--- src/hdl/rx_irq_consts.svh ---
// Register offsets, field positions and reset values of the port interrupt block
`ifndef RX_IRQ_CONSTS_SVH
`define RX_IRQ_CONSTS_SVH
`define ADDR_IRQ_EN_HIGH 8'hD8
`define ADDR_IRQ_EN_LOW 8'hD9
`define ADDR_IRQ_ST_HIGH 8'hDA
`define ADDR_IRQ_ST_LOW 8'hDB
`define EN_HIGH_MASK 8'h07
`define EN_LOW_MASK 8'h77
`define ST_LOW_MASK 8'h77
`define EN_RESET 8'h00
`define BIT_CODING 2
`define BIT_SEQ 1
`define BIT_CRC 0
`define BIT_LINE_LEN 6
`define BIT_LINE_CNT 5
`define BIT_BUF_OVF 4
`define BIT_PARITY 2
`define BIT_VALID 1
`define BIT_LOCK 0
`endif

--- src/hdl/rx_irq_pkg.sv ---
// Types shared by the port interrupt block
package rx_irq_pkg;
  // Receive-port events, one-cycle pulses from the receiver
  typedef struct packed {
    logic link_coding_fault;
    logic ctrl_chan_sequence_fault;
    logic ctrl_chan_check_fault;
    logic line_length_change;
    logic line_count_change;
    logic rx_buffer_overflow;
    logic link_parity_fault;
    logic port_valid_change;
    logic lock_change;
  } rx_events_t;
  // Register access strobe bundle
  typedef struct packed {
    logic wr;
    logic rd;
    logic [7:0] addr;
    logic [7:0] wdata;
  } reg_req_t;
endpackage

--- src/hdl/rx_port_interrupt_enable.sv ---
// Per-receive-port interrupt enable, status and interrupt output
`include "rx_irq_consts.svh"
module rx_port_interrupt_enable (
  // Clock and reset
  input wire logic clk_i,
  input wire logic rst_n_i,
  // Register access from the control bus slave
  input wire rx_irq_pkg::reg_req_t req_i,
  output logic [7:0] rdata_o,
  // Reads of the receive-port state registers, one-cycle pulses
  input wire logic state_one_rd_i,
  input wire logic state_two_rd_i,
  // Receiver events, same clock
  input wire rx_irq_pkg::rx_events_t ev_i,
  // Interrupt, active high
  output logic irq_o
);
  logic [7:0] en_hi_q;
  logic [7:0] en_lo_q;
  logic [7:0] st_hi_q;
  logic [7:0] st_lo_q;
  logic [7:0] st_hi_d;
  logic [7:0] st_lo_d;
  logic [7:0] rdata_d;
  logic irq_d;
  logic [7:0] set_hi;
  logic [7:0] set_lo;
  logic [7:0] clr_hi;
  logic [7:0] clr_lo;
  logic [7:0] en_hi_d;
  logic [7:0] en_lo_d;

  // Address decode shared by the write strobes and the read mux
  function automatic logic hit(input logic [7:0] addr, input logic [7:0] target);
    hit = (addr == target);
  endfunction

  wire wr_en_hi = req_i.wr && hit(req_i.addr, `ADDR_IRQ_EN_HIGH);
  wire wr_en_lo = req_i.wr && hit(req_i.addr, `ADDR_IRQ_EN_LOW);

  // Next enables; reserved bits are masked off so they can never be set
  assign en_hi_d = wr_en_hi ? (req_i.wdata & `EN_HIGH_MASK) : en_hi_q;
  assign en_lo_d = wr_en_lo ? (req_i.wdata & `EN_LOW_MASK) : en_lo_q;

  // Event set vectors placed at the enable bit positions
  assign set_hi = {5'h00, ev_i.link_coding_fault, ev_i.ctrl_chan_sequence_fault,
                   ev_i.ctrl_chan_check_fault};
  assign set_lo = {1'b0, ev_i.line_length_change, ev_i.line_count_change, ev_i.rx_buffer_overflow,
                   1'b0, ev_i.link_parity_fault, ev_i.port_valid_change,
                   ev_i.lock_change};

  // Which status bits each state register read clears; coding, length, count, buffer live in two
  assign clr_hi = {5'h00, state_two_rd_i, state_one_rd_i, state_one_rd_i};
  assign clr_lo = {1'b0, state_two_rd_i, state_two_rd_i, state_two_rd_i,
                   1'b0, state_one_rd_i, state_one_rd_i, state_one_rd_i};

  // Set wins over clear so an event in the clearing cycle is kept
  assign st_hi_d = (st_hi_q & ~clr_hi) | set_hi;
  assign st_lo_d = (st_lo_q & ~clr_lo) | set_lo;

  // Interrupt from next status and next enables, so the output never lags the pairs it reflects
  assign irq_d = |((st_hi_d & en_hi_d) | (st_lo_d & en_lo_d));

  // Read mux; unmapped addresses read zero
  assign rdata_d = hit(req_i.addr, `ADDR_IRQ_EN_HIGH) ? en_hi_q :
                   hit(req_i.addr, `ADDR_IRQ_EN_LOW) ? en_lo_q :
                   hit(req_i.addr, `ADDR_IRQ_ST_HIGH) ? st_hi_q :
                   hit(req_i.addr, `ADDR_IRQ_ST_LOW) ? st_lo_q : 8'h00;

  // Enable registers; reserved high bits stay zero
  always_ff @(posedge clk_i or negedge rst_n_i) begin
    if (!rst_n_i) begin
      en_hi_q <= `EN_RESET;
      en_lo_q <= `EN_RESET;
    end else begin
      en_hi_q <= en_hi_d;
      en_lo_q <= en_lo_d;
    end
  end

  // Status, read data and interrupt registers
  always_ff @(posedge clk_i or negedge rst_n_i) begin
    if (!rst_n_i) begin
      st_hi_q <= 8'h00;
      st_lo_q <= 8'h00;
      rdata_o <= 8'h00;
      irq_o <= 1'b0;
    end else begin
      st_hi_q <= st_hi_d;
      st_lo_q <= st_lo_d;
      rdata_o <= req_i.rd ? rdata_d : 8'h00;
      irq_o <= irq_d;
    end
  end
endmodule // rx_port_interrupt_enable

--- config.mk ---
export PLATFORM = sky130hd
export DESIGN_NAME = rx_port_interrupt_enable
export DESIGN_NICKNAME = d
export VERILOG_FILES = /design/src/hdl/rx_irq_pkg.sv /design/src/hdl/rx_port_interrupt_enable.sv
export VERILOG_INCLUDE_DIRS = /design/src /design/src/hdl
export SDC_FILE = /design/constraint.sdc
export NUM_CORES = 1
export LEC_CHECK = 0
export BUFFER_PORTS_ARGS = -buffer_cell sky130_fd_sc_hd__buf_2
export CELL_PAD_IN_SITES_DETAIL_PLACEMENT = 1
export CELL_PAD_IN_SITES_GLOBAL_PLACEMENT = 1
export CORE_MARGIN = 3
export CORE_UTILIZATION = 43
export CTS_BUF_LIST = sky130_fd_sc_hd__clkbuf_4
export CTS_CLUSTER_DIAMETER = 80
export DETAILED_ROUTE_END_ITERATION = 8
export HOLD_SLACK_MARGIN = 0.15
export PLACE_DENSITY_LB_ADDON = 0.08
export REMOVE_ABC_BUFFERS = 1
export SYNTH_ARGS = -nofsm -noshare
export SYNTH_HDL_FRONTEND = slang
export SYNTH_SLANG_ARGS = --single-unit
--- constraint.sdc ---
create_clock -name clk_i -period 4.5 [get_ports clk_i]
set_input_delay 0.225 -clock clk_i [delete_from_list [all_inputs] [get_ports clk_i]]
set_output_delay 0.225 -clock clk_i [all_outputs]
set_load 0.01 [all_outputs]
# Word level (Yosys, flattened, before mapping)
# Index checks and enable logic that the tools add are counted.
[totals] regBits=41 latchBits=0 ram_bits=0 romBits=0 input_bits=31 out_inout_bits=9 elab_cells=29 memories=0
[classes] n_addsub=0 mul=0 div=0 order_cmp=0 eq_ne=4 n_shift=0 mux=7 bitwise=9 reduce_logical=3
[ops] cell="2-to-1 mux 8 bit" count=7
[ops] cell="bitwise AND 8 bit" count=4
[ops] cell="equality test 8 bit (second input constant)" count=4
[ops] cell="NOT 3 -> 8 bit" count=1
[ops] cell="NOT 7 -> 8 bit" count=1
[ops] cell="OR 8 x 3 -> 8 bit" count=1
[ops] cell="OR 8 x 7 -> 8 bit" count=1
[ops] cell="OR 8 bit" count=1
[ops] cell="OR reduction 8 bit" count=1
[ops] cell="logical AND 1 bit" count=2

# Logic depth before layout (Yosys ltp)
[logic_depth] word_depth=6 mapped_depth=7 ltp_nobuf=5

# Worst setup path after synthesis
# OpenSTA, ideal clock, no wires.
[synth_path] kind="input to register" startpoint="input port req_i[9] (netlist bit)" endpoint="register irq_o" setup_time_ns=0.133 t_arrival_ns=1.749 required_time_ns=4.367 slack_ns=2.618 path_stages=7 path_buffers=2 cell_sequence="buf_4 and4bb_1 or3b_1 buf_4 mux2_4 a221oi_2 nand4b_1"
[synth_via] elab_chain_cells=6 elab_cells_between_ends=10 cone_classes="2 x eq/ne; 2 x mux; 3 x bitwise; 3 x reduce/logical"
[synth_lines] item="start, declared" line_no="rx_port_interrupt_enable.sv:8" rtl="input wire rx_irq_pkg::reg_req_t req_i,"
[synth_lines] item="equality test 8 bit" line_no="rx_port_interrupt_enable.sv:35" rtl="hit = (addr == target);"
[synth_lines] item="logical AND 1 bit" line_no="rx_port_interrupt_enable.sv:39" rtl="wire wr_en_lo = req_i.wr && hit(req_i.addr, `ADDR_IRQ_EN_LOW);"
[synth_lines] item="2-to-1 mux 8 bit" line_no="rx_port_interrupt_enable.sv:43" rtl="assign en_lo_d = wr_en_lo ? (req_i.wdata & `EN_LOW_MASK) : en_lo_q;"
[synth_lines] item="net en_lo_d[2]" line_no="rx_port_interrupt_enable.sv:31" rtl="logic [7:0] en_lo_d;"
[synth_lines] item="bitwise AND 8 bit" line_no="rx_port_interrupt_enable.sv:62" rtl="assign irq_d = |((st_hi_d & en_hi_d) | (st_lo_d & en_lo_d));"
[synth_lines] item="OR 8 bit" line_no="rx_port_interrupt_enable.sv:62"
[synth_lines] item="OR reduction 8 bit" line_no="rx_port_interrupt_enable.sv:62"
[synth_lines] item="net irq_d" line_no="rx_port_interrupt_enable.sv:25" rtl="logic irq_d;"
[synth_lines] item="end signal, assigned" line_no="rx_port_interrupt_enable.sv:92" rtl="irq_o <= irq_d;"
[synth_lines] item="end, declared" line_no="rx_port_interrupt_enable.sv:16" rtl="output logic irq_o"
# The timed path passes the listed nets, and every way through them passes these cells.

# Final worst setup path
# Ends and elaborated chain as after synthesis.

==> reports/qor.csv <==
metric,value,unit
Mapped Avg Cell Area,13.0,µm²
H-Tree Depth,1,
"Clk Latency, worst-skew pair",0.31,ns
startpoint type of the worst setup path,input port,
met3 GRT Util,2.00,%
headroom to the max-slew limit,51.5,%
run status,completed,
share of cells above drive strength 1,39.1,%
Initial Util,45.9,%
Placed Cells,151,
total power,0.409,mW
post-synth top area share,54.1,%
Post-Synth XOR/XNOR Area,0,%
Worst Hold Class,input port to flip-flop,
CP arrival,2.00,ns
IO Pins,40,
clock skew,0.00295,ns
endpoints failing hold,0,
synthesized area,1160,µm²
Detail Route Antenna Nets,0,
antenna cells,0,
crit path cell chain,"buf_2, and4bb_1, or3b_1, mux2_4, a221oi_2, nand4b_1",
biggest area consumer among synthesized cells,dfrtp_1,
Setup Buffers After CTS,0,
"Clk pin slew, worst setup/hold paths",0.14,ns
Leak,0.776,nW
largest family of logic cells by synthesized area,multiplexers,
Synth Area in Simple Gates,12.9,%
CP endpoint kind,flip-flop,
TritonCTS Sinks,25,
initial antenna violation count,0,
largest net degree at the start of global routing,26,
Pre-antenna DRT Iters,4,
RSZ-0062 raised after global routing,false,
met2 layer usage reported by global route,32.9,%
Iteration-0 DRC Markers,18,
core area,2520,µm²
# resized after CTS,0,
Synth Instances,89,
met1 Track Usage GR,22.5,%
fillcell total,273,
number of synthesized flops with an enable pin,0,
Final Max Tran Viols,0,
busiest metal layer after global routing,met2,
sequential share of the synthesized area,54.1,%
critical path class,input port to flip-flop,
worst hold margin,0.174,ns
DR DRC count,0,
Worst VDD drop,0.186,mV
gpl congestion,0.755,
Fin Setup TNS,0,ns
Max Clock Freq,557,MHz
Clk Tree Root Cell,clkbuf_4,
All-Layer GR Usage,18.3,%
"Cell Count, Final, Fillers Out",168,
Worst Path Required,4.71,ns
DR vias,892,
multiplexer share of the synthesized area,18.7,%
Die H,57.9,µm
post-synthesis compound-gate area fraction,10.5,%
MaxCap Viol Count,0,
row cnt,18,
Most used DFF post-synth,dfrtp_1,
Synth area leaders,"dfrtp_1, mux4_2, mux2_2",
die area,3350,µm²
Die W,57.9,µm
global-route wire length before repair,4600,µm
hpwl dp,1970,µm
fin worst setup slack,2.71,ns
cts bufs inserted,3,
routed vias/inst,5.31,
Setup Slack @ Placement,2.36,ns
power per cell area,273,nW/µm²
CP peak stage delay,0.57,ns
I/O Buffers,35,
Synth cell types,28,
Final #Nets,170,
Syn-to-layout area delta,29.7,%
synthesis-stage register bit count,25,
drt total wl,2760,µm
clock buffer depth,2,
DR WL/cell,16.4,µm
Slew @ Worst Pin,0.726,ns
critical path's slowest cell,or3b_1,
Async SR Flop Fraction,100,%
warnings from Yosys,0,
Final min period,1.79,ns
GRT overflow,0,
adder-cell share of the synthesized area,0,%
final period utilization,39.9,%
Setup Viol. Count Final,0,
CP Max Fanout,9,
TritonCTS clock tree,done,
vias in the first global route,1003,
## sequential cells by signal, indices dropped and copies added, names as in the netlist
name     count
en_hi_q      3
en_lo_q      6
irq_o        1
rdata_o      6
st_hi_q      3
st_lo_q      6
## report_power, final
part,internal [mW],total [mW],switching [mW],leakage [nW]
sequential,0.236,0.242,0.00625,0.318
clock,0.0332,0.100,0.0670,0.0177
combinational,0.0369,0.0666,0.0297,0.441
total,0.306,0.409,0.103,0.776
## critical path, delay by kind of cell
kind / cells / cell delay (ns)
muxes: 1 / 0.39
and+or+nand+nor: 3 / 0.97
AOI/OAI and AO/OA: 1 / 0.24
buffers and inverters: 1 / 0.17
## stage by stage
step	area [µm²]	util (%)
3_5_place_dp	1340	53.3
3_3_place_gp	1340	53.3
6_report	1500	59.5
5_1_grt	1500	59.5
4_1_cts	1500	59.5
2_1_floorplan	1130	-
## kinds of logic (layout without fill, tap and decap cells)
kind of cell           after synthesis  count (layout)
multiplexers                        16              16
buffers and inverters                7              55
flip-flops                          25              25
AND/OR/NAND/NOR                     23              23
AO/OA/AOI/OAI                       17              17
other                                1               2
## routing by layer
metal / wire length (µm) / share of wire (%)
met3: 116 / 4.2
met4: 15 / 0.54
met1: 1120 / 41
met2: 1500 / 54
met5: 0 / 0
## cell usage in the layout, fill, tap and decap left out, types with 2 or more instances in the layout
| master | instances |
|---|---|
| buf_2 | 35 |
| o21ai_0 | 6 |
| dfrtp_1 | 25 |
| mux2_4 | 2 |
| mux2i_1 | 4 |
| dlygate4sd3_1 | 13 |
| or2_2 | 4 |
| a21o_1 | 5 |
| and3_1 | 3 |
| nor2_1 | 3 |
| nor3b_1 | 2 |
| clkbuf_4 | 3 |
| mux2_2 | 5 |
| nor2b_1 | 4 |
| mux4_2 | 3 |
| inv_1 | 3 |
| nand4b_1 | 2 |
| conb_1 | 2 |
| mux2_1 | 2 |
## cell usage after synthesis, types with 3 or more instances
cell type,instances
or2_2,4
a21o_1,5
mux2i_1,4
mux4_2,3
mux2_2,5
inv_1,3
buf_4,4
nor2b_1,4
and3_1,3
nor2_1,3
o21ai_0,6
dfrtp_1,25
## cell type report
cell class	instances	area [µm²]	share of cell area (%)
sequential	25	626	41.7
multi-input combinational	58	494	32.9
timing repair buffer	48	305	20.3
tap	30	37.5	2.50
clock buffer	3	22.5	1.50
inverter	3	11.3	0.750
clock inverter	1	5.00	0.333
## path summary, 6_finish.rpt
check                            from    endpoint  slack [ns]  cells after the start
setup reg to reg           st_lo_q[5]       irq_o        2.88                      5
hold reg to reg            st_hi_q[2]  st_hi_q[2]        0.53                      1
setup / recovery             req_i[9]       irq_o        2.71                      6
max in group asynchronous     rst_n_i  st_lo_q[2]        3.71                      2
min in group asynchronous     rst_n_i  rdata_o[0]        0.42                      2
hold / removal               req_i[0]  en_hi_q[0]        0.17                      2
## timing repair
action	in CTS	in global routing
hold endpoints to repair	37	0
hold buffers	13	0
endpoints found under the setup margin	0	0
Note: power is estimated with default switching activity, not from simulation.
